## src/hdl/parallel_video_data_port_pkg.sv

```systemverilog
package parallel_video_data_port_pkg;

  // =====================================================
  // widths and field positions
  localparam int DATA_W = 16;
  localparam int FS_N = 3;
  localparam int XY_F = 6;
  localparam int XY_V = 5;
  localparam int XY_H = 4;
  localparam logic [7:0] PRE_ONES = 8'hFF;
  localparam logic [7:0] PRE_ZERO = 8'h00;
  localparam logic [3:0] WIDTH_SEL_8 = 4'h0;
  localparam logic [3:0] WIDTH_SEL_MAX = 4'h7;
  localparam logic [4:0] WIDTH_8 = 5'h08;
  localparam logic [4:0] WIDTH_BASE = 5'h09;
  localparam logic [4:0] WIDTH_16 = 5'h10;

  // =====================================================
  // modes and states
  typedef enum logic [2:0] {
    MODE_GP_IN, MODE_GP_FRAME, MODE_GP_OUT,
    MODE_ITU_ACTIVE, MODE_ITU_VBI, MODE_ITU_FIELD
  } port_mode_t;

  typedef enum logic [2:0] {
    ST_IDLE, ST_WAIT_FS, ST_DELAY, ST_MOVE, ST_SEEK, ST_VIDEO, ST_DONE
  } eng_state_t;

  // =====================================================
  // carriers
  typedef struct packed {
    logic enable;
    port_mode_t mode;
    logic [3:0] width_sel;
    logic [2:0] fs_dir;
    logic [1:0] fs_count;
    logic [15:0] sync_to_data_delay;
    logic [15:0] transfer_count;
    logic [15:0] line_period;
    logic [15:0] hsync_width;
    logic [15:0] frame_lines;
    logic [15:0] vsync_lines;
  } port_cfg_t;

  typedef struct packed {
    logic busy;
    logic done;
    logic synced;
    logic field;
    logic vblank;
    logic line_start_preamble;
    logic field_start;
  } port_status_t;

  typedef struct packed {
    logic valid;
    logic [15:0] data;
  } sample_t;

  typedef struct packed {
    logic [2:0] pclk_s;
    logic [2:0] fs_s1;
    logic [2:0] fs_s2;
    logic [2:0] fs_prev;
    logic [15:0] d_s1;
    logic [15:0] d_s2;
    eng_state_t st;
    logic [15:0] dly;
    logic [15:0] cnt;
    logic [15:0] hcnt;
    logic [15:0] vcnt;
    logic [3:0][15:0] hist;
    logic [3:0] hist_ctl;
    logic [3:0] hist_rgn;
    logic in_av;
    logic vblank;
    logic field;
    logic synced;
    logic [2:0] fs_out;
    logic [2:0] fs_oe;
    logic [15:0] dout;
    logic doe;
    sample_t rx;
    logic tx_ready;
    port_status_t stat;
  } engine_state_t;

  localparam engine_state_t ENGINE_RESET = '0;

endpackage

```

## src/hdl/parallel_video_data_port.sv

```systemverilog
`timescale 1ns/10ps
`default_nettype none
// What this block does
// - two independent port instances, each for converters, video or general parts.
// - each port has one input clock, three frame syncs, sixteen data lines.
// - each frame sync line can be input or output.
// - general mode moves up to 16-bit words one direction at a time.
// - video mode moves 8 or 10 bit samples one direction at a time.
// - video mode detects and decodes embedded line and field preambles.
// - submodes: all inputs; syncs out data in; all outputs.
// - general input mode starts reading on the first frame sync input.
// - after that sync, wait the programmed delay in port clocks.
// - input mode reads exactly the programmed transfer count of samples; a count of zero reads one.
// - sample widths of 8 bits and 10 through 16 bits, selectable.
// - frame capture drives sync one as hsync, sync two as vsync.
// - output mode drives data with one to three generated syncs.
// - active video mode reads nothing between end and start codes, or vblank.
// - active video mode drops the embedded control sequences.
// - active video mode syncs to field one, then waits for start code.
// - active video mode transfer count is active lines per frame.
// - blanking mode passes only samples inside vertical blanking.
// - entire field mode passes every sample, control words included.
// - entire field mode starts at once after field one sync.

// =====================================================
// one port engine
module port_engine (
  // clock and reset
  input wire logic clk,
  input wire logic rst_b,
  // configuration and status
  input wire parallel_video_data_port_pkg::port_cfg_t cfg,
  output var parallel_video_data_port_pkg::port_status_t status,
  // pins
  input wire logic port_input_clock,
  input wire logic [2:0] frame_sync_in,
  output var logic [2:0] frame_sync_out,
  output var logic [2:0] frame_sync_oe,
  input wire logic [15:0] data_in,
  output var logic [15:0] data_out,
  output var logic data_oe,
  // memory side
  output var parallel_video_data_port_pkg::sample_t rx,
  input wire logic [15:0] tx_data,
  input wire logic tx_valid,
  output var logic tx_ready
);

  parallel_video_data_port_pkg::engine_state_t s;
  parallel_video_data_port_pkg::engine_state_t next_s;

  function automatic logic [4:0] sample_width(input logic [3:0] sel);
    if (sel == parallel_video_data_port_pkg::WIDTH_SEL_8) begin
      return parallel_video_data_port_pkg::WIDTH_8;
    end
    if (sel >= parallel_video_data_port_pkg::WIDTH_SEL_MAX) begin
      return parallel_video_data_port_pkg::WIDTH_16;
    end
    return 5'({1'b0, sel}) + parallel_video_data_port_pkg::WIDTH_BASE;
  endfunction

  function automatic logic [15:0] width_mask(input logic [3:0] sel);
    return 16'hFFFF >> (parallel_video_data_port_pkg::WIDTH_16 -
      sample_width(sel));
  endfunction

  // top eight bits, so 10-bit video decodes like 8-bit
  function automatic logic [7:0] top8(input logic [15:0] w,
                                      input logic [3:0] sel);
    logic [15:0] sh;
    sh = w >> (sample_width(sel) - parallel_video_data_port_pkg::WIDTH_8);
    return sh[7:0];
  endfunction

  logic rise;
  logic [15:0] word;
  logic [7:0] xy;
  logic itu;
  logic is_xy;
  logic f1_start;
  logic frame_start;
  logic hs;
  logic vs;
  logic rgn;
  logic [2:0] used;

  assign rise = s.pclk_s[1] & ~s.pclk_s[2];

  // =====================================================
  // next state
  always_comb begin
    next_s = s;
    word = s.d_s2 & width_mask(cfg.width_sel);
    xy = top8(word, cfg.width_sel);
    itu = cfg.mode inside {parallel_video_data_port_pkg::MODE_ITU_ACTIVE,
      parallel_video_data_port_pkg::MODE_ITU_VBI,
      parallel_video_data_port_pkg::MODE_ITU_FIELD};
    frame_start = (s.hcnt == 16'h0000) && (s.vcnt == 16'h0000);
    hs = s.hcnt < cfg.hsync_width;
    vs = s.vcnt < cfg.vsync_lines;
    // preamble is ones, zero, zero, then the xy status word
    is_xy = itu && xy[7] &&
      top8(s.hist[2], cfg.width_sel) == parallel_video_data_port_pkg::PRE_ONES &&
      top8(s.hist[1], cfg.width_sel) == parallel_video_data_port_pkg::PRE_ZERO &&
      top8(s.hist[0], cfg.width_sel) == parallel_video_data_port_pkg::PRE_ZERO;
    f1_start = is_xy && !xy[parallel_video_data_port_pkg::XY_F] && s.field;
    case (cfg.mode)
      parallel_video_data_port_pkg::MODE_ITU_ACTIVE: rgn = s.in_av;
      parallel_video_data_port_pkg::MODE_ITU_VBI: rgn = s.vblank;
      default: rgn = 1'b1;
    endcase
    case (cfg.mode)
      parallel_video_data_port_pkg::MODE_GP_FRAME: used = 3'h3;
      parallel_video_data_port_pkg::MODE_GP_OUT: used = (cfg.fs_count >= 2'h3) ?
        3'h7 : (cfg.fs_count == 2'h2 ? 3'h3 : 3'h1);
      default: used = 3'h0;
    endcase
    // pin synchronisers; the first stage feeds only the second
    next_s.pclk_s = {s.pclk_s[1:0], port_input_clock};
    next_s.fs_s1 = frame_sync_in;
    next_s.fs_s2 = s.fs_s1;
    next_s.d_s1 = data_in;
    next_s.d_s2 = s.d_s1;
    next_s.rx.valid = 1'b0;
    next_s.tx_ready = 1'b0;
    next_s.stat.done = 1'b0;
    next_s.stat.line_start_preamble = 1'b0;
    next_s.stat.field_start = 1'b0;
    if (!cfg.enable) begin
      next_s.st = parallel_video_data_port_pkg::ST_IDLE;
      next_s.synced = 1'b0;
      next_s.fs_oe = 3'h0;
      next_s.doe = 1'b0;
      next_s.hcnt = 16'h0000;
      next_s.vcnt = 16'h0000;
    end else if (rise) begin
      // a rise is seen only if the port clock is at most half clk
      next_s.fs_prev = s.fs_s2;
      if (s.hcnt >= cfg.line_period - 16'h0001) begin
        next_s.hcnt = 16'h0000;
        next_s.vcnt = (s.vcnt >= cfg.frame_lines - 16'h0001) ?
          16'h0000 : s.vcnt + 16'h0001;
      end else begin
        next_s.hcnt = s.hcnt + 16'h0001;
      end
      next_s.fs_out = {hs & vs, vs, hs};
      next_s.fs_oe = used & cfg.fs_dir;
      next_s.doe = cfg.mode == parallel_video_data_port_pkg::MODE_GP_OUT;
      // four-deep history so a whole preamble can be withdrawn
      next_s.hist = {s.hist[2:0], word};
      next_s.hist_ctl = {s.hist_ctl[2:0], 1'b0};
      next_s.hist_rgn = {s.hist_rgn[2:0], rgn & s.synced};
      if (is_xy) begin
        next_s.hist_ctl = 4'hF;
        next_s.field = xy[parallel_video_data_port_pkg::XY_F];
        next_s.vblank = xy[parallel_video_data_port_pkg::XY_V];
        next_s.in_av = !xy[parallel_video_data_port_pkg::XY_H] &&
          !xy[parallel_video_data_port_pkg::XY_V];
        next_s.stat.line_start_preamble = !xy[parallel_video_data_port_pkg::XY_H];
        next_s.stat.field_start = xy[parallel_video_data_port_pkg::XY_F] != s.field;
        if (f1_start) begin
          next_s.synced = 1'b1;
        end
      end
      case (s.st)
        parallel_video_data_port_pkg::ST_IDLE: begin
          next_s.cnt = 16'h0000;
          next_s.dly = 16'h0000;
          next_s.st = itu ? parallel_video_data_port_pkg::ST_SEEK :
            parallel_video_data_port_pkg::ST_WAIT_FS;
        end
        parallel_video_data_port_pkg::ST_WAIT_FS: begin
          if ((cfg.mode == parallel_video_data_port_pkg::MODE_GP_IN) ?
              (s.fs_s2[0] & ~s.fs_prev[0]) : frame_start) begin
            next_s.st = (cfg.sync_to_data_delay == 16'h0000) ?
              parallel_video_data_port_pkg::ST_MOVE :
              parallel_video_data_port_pkg::ST_DELAY;
          end
        end
        parallel_video_data_port_pkg::ST_DELAY: begin
          next_s.dly = s.dly + 16'h0001;
          if (s.dly + 16'h0001 >= cfg.sync_to_data_delay) begin
            next_s.st = parallel_video_data_port_pkg::ST_MOVE;
          end
        end
        parallel_video_data_port_pkg::ST_MOVE: begin
          if (cfg.mode == parallel_video_data_port_pkg::MODE_GP_OUT) begin
            // an empty source holds the last word on the pins
            next_s.dout = tx_valid ? (tx_data & width_mask(cfg.width_sel)) :
              s.dout;
            next_s.tx_ready = tx_valid;
          end else begin
            next_s.rx.valid = 1'b1;
            next_s.rx.data = word;
          end
          next_s.cnt = s.cnt + 16'h0001;
          if (s.cnt + 16'h0001 >= cfg.transfer_count) begin
            next_s.st = parallel_video_data_port_pkg::ST_DONE;
            next_s.stat.done = 1'b1;
          end
        end
        parallel_video_data_port_pkg::ST_SEEK: begin
          if (f1_start) begin
            next_s.st = parallel_video_data_port_pkg::ST_VIDEO;
          end
        end
        parallel_video_data_port_pkg::ST_VIDEO: begin
          if (s.hist_rgn[3] && !(s.hist_ctl[3] &&
              cfg.mode != parallel_video_data_port_pkg::MODE_ITU_FIELD)) begin
            next_s.rx.valid = 1'b1;
            next_s.rx.data = s.hist[3];
          end
          if (cfg.mode == parallel_video_data_port_pkg::MODE_ITU_ACTIVE) begin
            if (is_xy && s.in_av && xy[parallel_video_data_port_pkg::XY_H]) begin
              next_s.cnt = s.cnt + 16'h0001;
              if (s.cnt + 16'h0001 >= cfg.transfer_count) begin
                next_s.st = parallel_video_data_port_pkg::ST_DONE;
                next_s.stat.done = 1'b1;
              end
            end
          end else if (f1_start) begin
            next_s.st = parallel_video_data_port_pkg::ST_DONE;
            next_s.stat.done = 1'b1;
          end
        end
        parallel_video_data_port_pkg::ST_DONE: begin
          next_s.st = parallel_video_data_port_pkg::ST_DONE;
        end
        default: begin
          next_s.st = parallel_video_data_port_pkg::ST_IDLE;
        end
      endcase
    end
    next_s.stat.busy = !(next_s.st inside {parallel_video_data_port_pkg::ST_IDLE,
      parallel_video_data_port_pkg::ST_DONE});
    next_s.stat.synced = next_s.synced;
    next_s.stat.field = next_s.field;
    next_s.stat.vblank = next_s.vblank;
  end

  always_ff @(posedge clk or negedge rst_b) begin
    if (!rst_b) begin
      s <= parallel_video_data_port_pkg::ENGINE_RESET;
    end else begin
      s <= next_s;
    end
  end

  assign status = s.stat;
  assign frame_sync_out = s.fs_out;
  assign frame_sync_oe = s.fs_oe;
  assign data_out = s.dout;
  assign data_oe = s.doe;
  assign rx = s.rx;
  assign tx_ready = s.tx_ready;

  // =====================================================
  // checks
  chk_input_no_drive: assert property (@(posedge clk) disable iff (!rst_b)
    (cfg.mode == parallel_video_data_port_pkg::MODE_GP_IN) ##1
    (cfg.mode == parallel_video_data_port_pkg::MODE_GP_IN) |-> frame_sync_oe == 3'h0)
    else $error("frame sync driven in input mode");
  chk_data_dir_one: assert property (@(posedge clk) disable iff (!rst_b)
    data_oe |-> !rx.valid)
    else $error("data driven while sampling");
  chk_rx_width_mask: assert property (@(posedge clk) disable iff (!rst_b)
    rx.valid && !itu |-> (rx.data & ~width_mask(cfg.width_sel)) == 16'h0000)
    else $error("sample wider than selected width");
  chk_delay_no_read: assert property (@(posedge clk) disable iff (!rst_b)
    s.st == parallel_video_data_port_pkg::ST_DELAY |-> !rx.valid)
    else $error("read during sync delay");
  chk_count_limit: assert property (@(posedge clk) disable iff (!rst_b)
    // a zero count runs as one sample
    rx.valid && !itu |->
    (s.cnt <= cfg.transfer_count || s.cnt == 16'h0001))
    else $error("more samples than transfer count");
  chk_active_synced: assert property (@(posedge clk) disable iff (!rst_b)
    rx.valid && itu |-> s.synced && $past(s.st) == parallel_video_data_port_pkg::ST_VIDEO)
    else $error("video sample before field one sync");
  chk_capture_syncs: assert property (@(posedge clk) disable iff (!rst_b)
    s.st == parallel_video_data_port_pkg::ST_MOVE &&
    cfg.mode == parallel_video_data_port_pkg::MODE_GP_FRAME && $stable(cfg) |->
    frame_sync_oe[1:0] == cfg.fs_dir[1:0])
    else $error("capture syncs not driven");
  chk_sample_on_edge: assert property (@(posedge clk) disable iff (!rst_b)
    rx.valid |-> $past(rise))
    else $error("sample taken without a port clock rise");

endmodule // port_engine

// =====================================================
// top: independent port instances
module parallel_video_data_port #(
  parameter int NUM_PORTS = 2
) (
  // clock and reset
  input wire logic clk,
  input wire logic rst_b,
  // configuration and status
  input wire parallel_video_data_port_pkg::port_cfg_t cfg [NUM_PORTS],
  output var parallel_video_data_port_pkg::port_status_t status [NUM_PORTS],
  // pins
  input wire logic [NUM_PORTS-1:0] port_input_clock,
  input wire logic [NUM_PORTS-1:0][2:0] frame_sync_in,
  output var logic [NUM_PORTS-1:0][2:0] frame_sync_out,
  output var logic [NUM_PORTS-1:0][2:0] frame_sync_oe,
  input wire logic [NUM_PORTS-1:0][15:0] data_in,
  output var logic [NUM_PORTS-1:0][15:0] data_out,
  output var logic [NUM_PORTS-1:0] data_oe,
  // memory side
  output var parallel_video_data_port_pkg::sample_t rx [NUM_PORTS],
  input wire logic [NUM_PORTS-1:0][15:0] tx_data,
  input wire logic [NUM_PORTS-1:0] tx_valid,
  output var logic [NUM_PORTS-1:0] tx_ready
);

  for (genvar i = 0; i < NUM_PORTS; i++) begin : g_port
    port_engine u_engine (
      .clk(clk),
      .rst_b(rst_b),
      .cfg(cfg[i]),
      .status(status[i]),
      .port_input_clock(port_input_clock[i]),
      .frame_sync_in(frame_sync_in[i]),
      .frame_sync_out(frame_sync_out[i]),
      .frame_sync_oe(frame_sync_oe[i]),
      .data_in(data_in[i]),
      .data_out(data_out[i]),
      .data_oe(data_oe[i]),
      .rx(rx[i]),
      .tx_data(tx_data[i]),
      .tx_valid(tx_valid[i]),
      .tx_ready(tx_ready[i])
    );
  end

endmodule // parallel_video_data_port
`default_nettype wire

```

## config.mk

```make
export PLATFORM = sky130hd
export DESIGN_NAME = parallel_video_data_port
export DESIGN_NICKNAME = d
export VERILOG_FILES = /design/src/hdl/parallel_video_data_port_pkg.sv /design/src/hdl/parallel_video_data_port.sv
export SDC_FILE = /design/constraint.sdc
export NUM_CORES = 1
export LEC_CHECK = 0
export BUFFER_PORTS_ARGS = -buffer_cell sky130_fd_sc_hd__buf_2
export CAP_MARGIN = 25
export CORE_MARGIN = 2
export CORE_UTILIZATION = 59
export CTS_CLUSTER_DIAMETER = 80
export DETAILED_ROUTE_END_ITERATION = 6
export GPL_TIMING_DRIVEN = 0
export PLACE_DENSITY_LB_ADDON = 0.12
export SETUP_SLACK_MARGIN = 0.02
export SYNTH_ARGS = -nofsm -noshare
export SYNTH_HDL_FRONTEND = slang
export SYNTH_HIERARCHICAL = 1
export SYNTH_SLANG_ARGS = --single-unit
```

## constraint.sdc

```tcl
create_clock -name clk -period 4.15 [get_ports clk]
set_clock_uncertainty 0.05 [all_clocks]
set_input_delay 0.415 -clock clk [delete_from_list [all_inputs] [get_ports clk]]
set_output_delay 0.415 -clock clk [all_outputs]
set_load 0.05 [all_outputs]
```

==> results of run 1 <==
[cells in the final DEF (no fill, tap or decap), types with 12 or more instances in the layout]
cell and count:
nand2_1 641, dfrtp_1 450, buf_2 395, o21ai_0 226, ha_1 206, inv_1 200
nor2_1 155, buf_4 140, nand3_1 124, clkbuf_1 117, a21oi_1 104, a21o_1 72
xnor2_1 66, and3_1 62, dlygate4sd3_1 60, clkbuf_16 52, nand2b_1 52, nor3_1 52
xor2_1 51, nor4_1 45, a211oi_1 36, a31oi_1 33, mux2i_1 32, nand4_1 31
or3_1 29, nor2b_1 24, nand3b_1 24, o31ai_1 22, o21a_1 21, o211ai_1 20
o221ai_1 19, a32oi_1 17, a22oi_1 17, o311ai_0 16, or4_1 15, and2_1 14
nor3b_1 13, o22ai_1 12
[path summary, 6_finish.rpt]
check	endpoint	slack, ps	cells after the start
setup / recovery	g_port[0].u_engine/status[6]	20	20
hold / removal	g_port[0].u_engine/data_out[13]	30	3
setup reg to reg	g_port[1].u_engine/status[6]	200	15
hold reg to reg	g_port[1].u_engine/s[191]	300	0
max in group asynchronous	g_port[0].u_engine/rx[4]	2610	4
min in group asynchronous	g_port[1].u_engine/s[148]	430	3
[area by class of cell]
class                   count  share of cell area
plain buffers             239              0.0402
clock buffers              70              0.0405
clock inverters            16             0.00461
inverters                 206              0.0223
multi-input cells        2483               0.461
flip-flops and latches    452               0.323
well taps                 664              0.0237
repair buffers            490              0.0847
[metrics by stage]
| stage | setup TNS [ps] | instance area [µm²] | total power [W] |
|---|---|---|---|
| 2_1_floorplan | -148 | 29300 | 0.00636 |
| 3_3_place_gp | -2957310 | 32000 | 0.00716 |
| 3_5_place_dp | -72700 | 32100 | 0.00720 |
| 4_1_cts | 0 | 34600 | 0.0116 |
| 5_1_grt | -142 | 35000 | 0.0122 |
| 6_report | 0 | 35000 | 0.0117 |
[metal layers]
layer | share of wire | vias up
met4 | 0.038 | 0
met5 | 0 | -
met3 | 0.080 | 227
li1 | - | 13000
met1 | 0.42 | 13100
met2 | 0.46 | 1169
[cell families (layout without fill, tap and decap cells)]
logic type	count (synthesis)	after routing	share of synthesized area
flops	452	452	0.388
buf+inv	450	1021	0.0719
fa+ha+maj	212	212	0.0911
simple gates	1348	1348	0.219
xor+xnor	117	117	0.0352
compound gates	757	757	0.175
mux	49	49	0.0193
[power by group through the flow]
stage | clock, W | sequential, W | combinational [W]
6_report | 0.00436 | 0.00521 | 0.00213
5_1_grt | 0.00460 | 0.00523 | 0.00235
4_1_cts | 0.00443 | 0.00517 | 0.00205
3_5_place_dp | 0 | 0.00525 | 0.00195
3_3_place_gp | 0 | 0.00525 | 0.00191
2_1_floorplan | 0 | 0.00507 | 0.00129
[flip-flops by register name, summed over array words and instances, names as in the netlist]
register,cells
g_port.u_engine/data_oe,2
g_port.u_engine/s,318
g_port.u_engine/frame_sync_out,6
g_port.u_engine/tx_ready,2
g_port.u_engine/rx,34
g_port.u_engine/status,14
g_port.u_engine/frame_sync_oe,6
g_port.u_engine/next_s,38
g_port.u_engine/data_out,32
[worst max-delay path, stage by stage]
cell and delay, ps:
buf_4 100, buf_12 110, inv_6 30, ha_4 190, mux2_4 310, nor3_4 300
buf_6 180, buf_6 170, ha_1 180, buf_6 150, nand2_2 100, mux2_2 300
o31ai_1 250, o221a_2 290, o221ai_4 150, or2_0 260, buf_4 160, o41a_1 440
or3_4 390, o211ai_1 80
[what timing repair did]
action                                  4_1_cts  5_1_grt
hold buffers                                 60        0
endpoints found under the setup margin       58       65
setup buffers                                13       31
endpoints found under the hold margin       169        0
pin swaps                                    14       19
resized for setup                            36       57
==> impl_metrics.ini, run 1 <==
[timing]
setup_ws_ps = 22.0
achievable-frequency_mhz = 242
drv_slew = 0
hold-worst-slack_ps = 33.2
hold_viol_final = 0
min_period_over_period = 0.995
setup_violations = 0
min_period_ps = 4130
relSlewSlack = 0.163
rsz0062_at_grt = true
worst_pin_slew_ps = 1250

[global_routing]
grt_use_total = 0.342
antenna_found_initial = 0
grt_util_met1 = 0.461
grt_max_degree = 123
grt_busiest_layer = met2
grt_pass1_vias = 26400
grt_overflow = 0
met2_usage = 0.552
grt_pass1_wl_um = 139000
met3_usage = 0.0588

[finish]
layout-drive-gt1-share = 0.188
post-route-util = 0.716
multi_input_area_um2 = 16100
n_fill_cell = 4001
syn_to_final_growth_pct = 20.1
diodes = 0
ff_latch_area_um2 = 11300
fin_cells = 4620
nets = 4427

[worst_setup_path]
worstSetupStartpointType = input pin
worstSetupStartpoint = cfg[210]
critical_path_class = input pin to flip-flop
worst-path-max-fanout = 10
arrival_ps = 4590
endpoint_kind = flip-flop
crit_required_ps = 4610
r2r_start = g_port[1].u_engine/s[156]

[detailed_routing]
vias_per_cell = 5.94
wl_per_cell_um = 19.1
ant_nets = 0
drt_wl_total_um = 88300
drt_iter0_markers = 2416
firstDrtPassIters = 5
via_count = 27500
route.detailed.drc = 0

[yosys]
synthTopCellsByCount = nand2_1, dfrtp_1, o21ai_0
synthArstFlopShare = 1.00
synth.distinct_cells = 97
synth_warnings = 6
ys_seq_elements = 452
yosysTopAreaCellShare = 0.388
synthCells = 3385
synth_nets = 3891
synth_edf_count = 0
ys.flop_type = dfrtp_1
yosysSeqAreaShare = 0.388
yosys-top-cells-area = dfrtp_1, ha_1, nand2_1, o21ai_0, inv_1
yosysMostFrequentCell = nand2_1
avgSynthCellArea_um2 = 8.60
netlist_area_um2 = 29100
post-synth-top-area-cell = dfrtp_1

[power_and_ir_drop]
switchingPower_w = 0.00352
seqPwrFrac = 0.445
power_density_nw_per_um2 = 334
combPwrFrac = 0.182
ir_drop_mv = 0.348
swShare = 0.301
internal_power_w = 0.00817
power.share.clock = 0.373
power.leakage_nw = 17.7

[cts]
clk_pin_slew_ps = 60
clock-sinks = 452
numCtsBuffers = 49
h-tree-depth = 2
cts_root_buffer = clkbuf_16
clockBufferDepth = 3
cts_tree = yes
clk_latency_ps = 590

[floorplan]
die_y_um = 226
io-pin-count = 390
row_count = 81
start_util = 0.596
die-area_um2 = 51200
die-width_um = 226
core-area_um2 = 48800

[min_path]
min_from = tx_data[13]
hold_path_class = input pin to flip-flop

[placed_design]
hpwl_um = 64400
portBuffers = 381
placed_cells_incl_taps = 4434
place.gp.congestion = 1.00
place_ws_ps = -1240

[run]
cap_violations = 0

[status]
status = complete, no violations
Power figures use the tool's default switching activity.
==> run 2, diff against run 1 <==
CELL_PAD_IN_SITES_DETAIL_PLACEMENT = 1   (was default)
CELL_PAD_IN_SITES_GLOBAL_PLACEMENT = 2   (was default)
CORE_UTILIZATION = 36   (was 59)
CTS_CLUSTER_DIAMETER = default   (was 80)
==> run 2 against run 1 <==
  * Sequential share of layout area decreased by 1.1 points
  * Critical path depth unchanged
  * Largest cell class unchanged
  * Sequential power about the same
  * Critical endpoint unchanged
==> impl_metrics.ini, run 2 (synthesis gave the netlist of run 1 again) <==
[min_path]
hold_depth = 3
min_from = tx_data[11]
hold_path_class = input pin to flip-flop
min_to = g_port[0].u_engine/data_out[11]

[worst_setup_path]
arrival_ps = 4560
crit_required_ps = 4620
reg2regPathDepth = 16
worst-path-max-fanout = 9
endpoint_kind = flip-flop
rr_endpoint = g_port[1].u_engine/status[6]
worstSetupStartpointType = input pin
critical_path_class = input pin to flip-flop
reg2reg_slack_ps = 160
r2r_start = g_port[1].u_engine/s[156]

[power_and_ir_drop]
seqPwrFrac = 0.403
switchingPower_w = 0.00395
swShare = 0.303
combPwrFrac = 0.172
power.leakage_nw = 17.9
p_total_w = 0.0130
ir_drop_mv = 0.303
power_density_nw_per_um2 = 359
internal_power_w = 0.00906
power.share.clock = 0.425

[floorplan]
io-pin-count = 390
core-area_um2 = 80300
start_util = 0.363
die-area_um2 = 83200
die-width_um = 288
die_y_um = 288
row_count = 104

[status]
status = complete, no violations

[cts]
clock-sinks = 452
clk_pin_slew_ps = 60
cts_root_buffer = clkbuf_16
clk_latency_ps = 640
numCtsBuffers = 55
h-tree-depth = 2
cts_tree = yes
clockBufferDepth = 3

[finish]
max_flop_register = g_port.u_engine/s
largest_register_ffs = 318
fin_cells = 5041
n_fill_cell = 9447
layout_commonest_cell = nand2_1
layout_common_cells = nand2_1, dfrtp_1, buf_2, o21ai_0, ha_1
layout-drive-gt1-share = 0.196
nets = 4439
syn_to_final_growth_pct = 24.2
post-route-util = 0.451

[global_routing]
grt_use_total = 0.267
grt_pass1_wl_um = 175000
grt_max_degree = 116
grt_overflow = 0
grt_pass1_vias = 30200
antenna_found_initial = 2

[timing]
relSlewSlack = 0.307
achievable-frequency_mhz = 244
setup_violations = 0
worst_pin_slew_ps = 1040
hold_viol_final = 0
setup_ws_ps = 53.7
drv_slew = 0
min_period_ps = 4100
min_period_over_period = 0.987
rsz0062_at_grt = true

[detailed_routing]
vias_per_cell = 5.54
drt_iter0_markers = 1620
ant_nets = 0
drt_wl_total_um = 112000
firstDrtPassIters = 6
wl_per_cell_um = 22.3
route.detailed.drc = 0
via_count = 27900

[run]
cap_violations = 0

[placed_design]
place_ws_ps = -1690
placed_cells_incl_taps = 4832
place.gp.congestion = 0.909
portBuffers = 381
hpwl_um = 85400
==> run 2: changes by cell type in the layout (fill, tap and decap cells not counted), sizes merged, moves of 2 or more <==
cell         delta
buf             -2
clkbuf          -4
inv             +3
diode           +2
bufinv         +10
dlygate4sd3    +10
clkinvlp        +4
==> run 2: worst max path at each step <==
stage | startpoint | end | slack [ps] | depth (start not counted)
finish | cfg[211] | g_port[0].u_engine/status[6] | 50 | 20
global route | cfg[210] | g_port[0].u_engine/s[162] | -30 | 21
CTS | g_port[0].u_engine/s[156] | g_port[0].u_engine/status[6] | 30 | 15
detailed placement | cfg[101] | g_port[1].u_engine/s[156] | -1690 | 18
global placement | rst_b | g_port[0].u_engine/next_s[198] | -6960 | 1
floorplan | cfg[210] | g_port[0].u_engine/status[6] | -130 | 21
==> run 2: worst max-delay path, stage by stage <==
cell	delay, ps
buf_2	140
ha_1	170
buf_2	180
mux2_4	310
nor3_4	280
inv_2	100
buf_12	150
ha_4	150
buf_6	140
inv_1	160
nor3_4	110
buf_6	180
o311ai_2	300
nand3b_1	140
a41oi_2	310
nand2_2	150
o21a_2	260
o41a_1	450
or3_1	360
o211ai_1	90
==> run 2: layer usage <==
layer  GRT usage  up-vias  routed length [µm]
met5           0        -                   0
met4      0.0797        0                3200
met3      0.0306      173                4790
met2       0.461      664               54700
met1       0.350    14100               49600
li1            -    13000                   -
==> run 2: metrics by stage <==
| step | setup TNS (ps) | instance area [µm²] | hold slack, ps |
|---|---|---|---|
| finish | 0 | 36200 | 7.14 |
| global route | -50.3 | 36200 | 16.0 |
| CTS | 0 | 35900 | 1.53 |
| detailed placement | -101260 | 32600 | 286 |
| global placement | -3190050 | 32500 | 284 |
| floorplan | -148 | 29300 | 69.4 |
==> run 2: repair_timing <==
action                                 in CTS  in global routing
pin swaps                                  23                 20
hold buffers                               70                  0
buffers inserted                           22                 17
gates cloned                                0                  1
endpoints found under the hold margin     123                  0
setup endpoints to repair                  62                 69
gates resized for setup                    69                 56
==> run 2: area by class of cell <==
| type | count | area [µm²] | share of cell area |
|---|---|---|---|
| Sequential cell | 452 | 11300 | 0.313 |
| Timing Repair Buffer | 498 | 3050 | 0.0844 |
| Buffer | 237 | 1390 | 0.0383 |
| Antenna cell | 2 | 5.00 | 0.000138 |
| Tap cell | 1060 | 1330 | 0.0367 |
| Clock inverter | 34 | 534 | 0.0148 |
| Clock buffer | 69 | 1530 | 0.0423 |
| Multi-Input combinational cell | 2483 | 16300 | 0.449 |
| Inverter | 206 | 778 | 0.0215 |
==> run 2: power by group through the flow <==
stage               clock network [W]  logic, W  registers, W
floorplan                           0   0.00129       0.00507
global placement                    0   0.00198       0.00529
detailed placement                  0   0.00207       0.00529
CTS                           0.00565   0.00220       0.00522
global route                  0.00583   0.00248       0.00528
finish                        0.00553   0.00224       0.00524
==> run 3, diff against run 2 <==
CORE_UTILIZATION = 32   (was 36)
clock period = 3.7 ns   (was 4.15 ns; I/O delays follow)
==> run 3 against run 2 <==
  * The run now ends with setup timing left
  * Non-clock buffer count increased by 49
  * Power grew 14%
  * Worst setup slack got worse by 300 ps
  * Largest power group unchanged
==> impl_metrics.ini, run 3 (synthesis gave the netlist of run 1 again) <==
[status]
status = finished, violations left
violations = setup timing

[global_routing]
antenna_found_initial = 3
grt_pass1_wl_um = 172000
met2_usage = 0.390
grt_use_total = 0.233
grt_busiest_layer = met2
grt_util_met1 = 0.319
met3_usage = 0.0270
grt_pass1_vias = 28600
grt_overflow = 0
grt_max_degree = 109

[power_and_ir_drop]
power.share.clock = 0.429
seqPwrFrac = 0.397
power.leakage_nw = 18.4
p_total_w = 0.0148
ir_drop_mv = 0.395
combPwrFrac = 0.174
switchingPower_w = 0.00440
power_density_nw_per_um2 = 396
internal_power_w = 0.0104
swShare = 0.298

[timing]
achievable-frequency_mhz = 253
setup_ws_ps = -247
setup_violations = 20
relSlewSlack = 0.265
min_period_ps = 3950
hold-worst-slack_ps = 23.2
min_period_over_period = 1.07
worst_pin_slew_ps = 1100
drv_slew = 0
hold_viol_final = 0
rsz0062_at_grt = true

[worst_setup_path]
worstSetupStartpoint = cfg[211]
r2r_start = g_port[0].u_engine/s[157]
critical_path_class = input pin to flip-flop
crit_required_ps = 4180
worstSetupStartpointType = input pin
worst-path-max-fanout = 5
arrival_ps = 4420
endpoint_kind = flip-flop

[min_path]
min_from = tx_data[10]
hold_path_class = input pin to flip-flop

[floorplan]
start_util = 0.323
io-pin-count = 390
die-width_um = 306
core-area_um2 = 90100
die-area_um2 = 93400
die_y_um = 306
row_count = 110

[finish]
layout_commonest_cell = nand2_1
layout-drive-gt1-share = 0.225
max_flop_register = g_port.u_engine/s
layout_common_cells = nand2_1, dfrtp_1, buf_2, ha_1, o21ai_0
final_area_um2 = 37300
n_fill_cell = 10600
post-route-util = 0.414
ff_latch_area_um2 = 11300
syn_to_final_growth_pct = 28.1
multi_input_area_um2 = 16700
largest_register_ffs = 318
nets = 4488

[cts]
clk_latency_ps = 630
clk_pin_slew_ps = 60
cts_tree = yes
h-tree-depth = 2
numCtsBuffers = 55
cts_root_buffer = clkbuf_16
clockBufferDepth = 3
clock-sinks = 452

[detailed_routing]
vias_per_cell = 5.30
wl_per_cell_um = 21.2
firstDrtPassIters = 5
drt_iter0_markers = 1534
ant_nets = 0
via_count = 27600
drt_wl_total_um = 110000
route.detailed.drc = 0

[placed_design]
postPlaceCellArea_um2 = 32900
place.gp.congestion = 0.902
hpwl_um = 82400
place_ws_ps = -1840
portBuffers = 381

[run]
cap_violations = 0
[run 3: changes by cell type in the layout (fill, tap and decap cells not counted), sizes merged]
cell,previous run,this run
inv,210,208
clkdlybuf4s18,1,0
bufinv,13,14
buf,553,597
clkinvlp,5,2
clkbuf,180,183
clkinv,12,13
dlygate4sd3,70,76
[run 3: per-layer routing]
layer | up-vias | wire length [µm]
met5 | - | 0
met1 | 13700 | 50800
met2 | 599 | 52400
li1 | 13100 | -
met3 | 152 | 4390
met4 | 0 | 2810
[run 3: path summary, 6_finish.rpt]
path                                                             end  slack [ps]  cells past startpoint
worst min-delay path                 g_port[0].u_engine/data_out[10]          20                      3
worst max-delay path                    g_port[0].u_engine/status[6]        -250                     19
worst max register to register          g_port[0].u_engine/status[6]         -60                     15
min in group asynchronous       g_port[1].u_engine/frame_sync_out[0]         250                      2
worst min register to register             g_port[1].u_engine/s[194]         290                      0
max in group asynchronous             g_port[0].u_engine/next_s[191]        1780                      4
[run 3: repair_timing]
item	CTS	global route
hold buffers	76	0
pin swaps	41	56
setup buffers	56	29
gates cloned	0	1
resized for setup	103	150
endpoints found under the hold margin	147	0
endpoints found under the setup margin	95	100
[run 3: power by group through the flow]
stage | combinational (W) | clock (W) | sequential, W
2_1_floorplan | 0.00147 | 0 | 0.00568
3_3_place_gp | 0.00227 | 0 | 0.00593
3_5_place_dp | 0.00232 | 0 | 0.00593
4_1_cts | 0.00250 | 0.00650 | 0.00584
5_1_grt | 0.00285 | 0.00670 | 0.00591
6_report | 0.00257 | 0.00633 | 0.00586
[run 3: area by class of cell]
| cell class | instances | share of cell area |
|---|---|---|
| multi-input cells | 2483 | 0.447 |
| flip-flops and latches | 452 | 0.303 |
| repair buffers | 549 | 0.0939 |
| clock buffers | 72 | 0.0424 |
| well taps | 1176 | 0.0394 |
| plain buffers | 235 | 0.0386 |
| inverters | 206 | 0.0210 |
| clock inverters | 31 | 0.0143 |
| diodes | 2 | 0.000134 |
[run 3: critical path: stages]
cell       delay [ps]
clkbuf_4          160
inv_2              60
ha_4              180
mux2_4            300
nor3_4            270
buf_6             140
inv_4              30
buf_8             120
clkbuf_16         150
ha_4              180
a211oi_4          250
o311ai_2          130
a21oi_2           270
o2bb2ai_1         120
or4_4             570
or2_4             290
o41a_1            400
or3_1             320
o211ai_1          110
[run 3: per-stage QoR]
| step | instances | TNS, ps |
|---|---|---|
| floorplan | 3385 | -6380 |
| global placement | 4942 | -3667810 |
| detailed placement | 4948 | -134210 |
| CTS | 5178 | -163 |
| global route | 5206 | -2960 |
| finish | 5206 | -2220 |
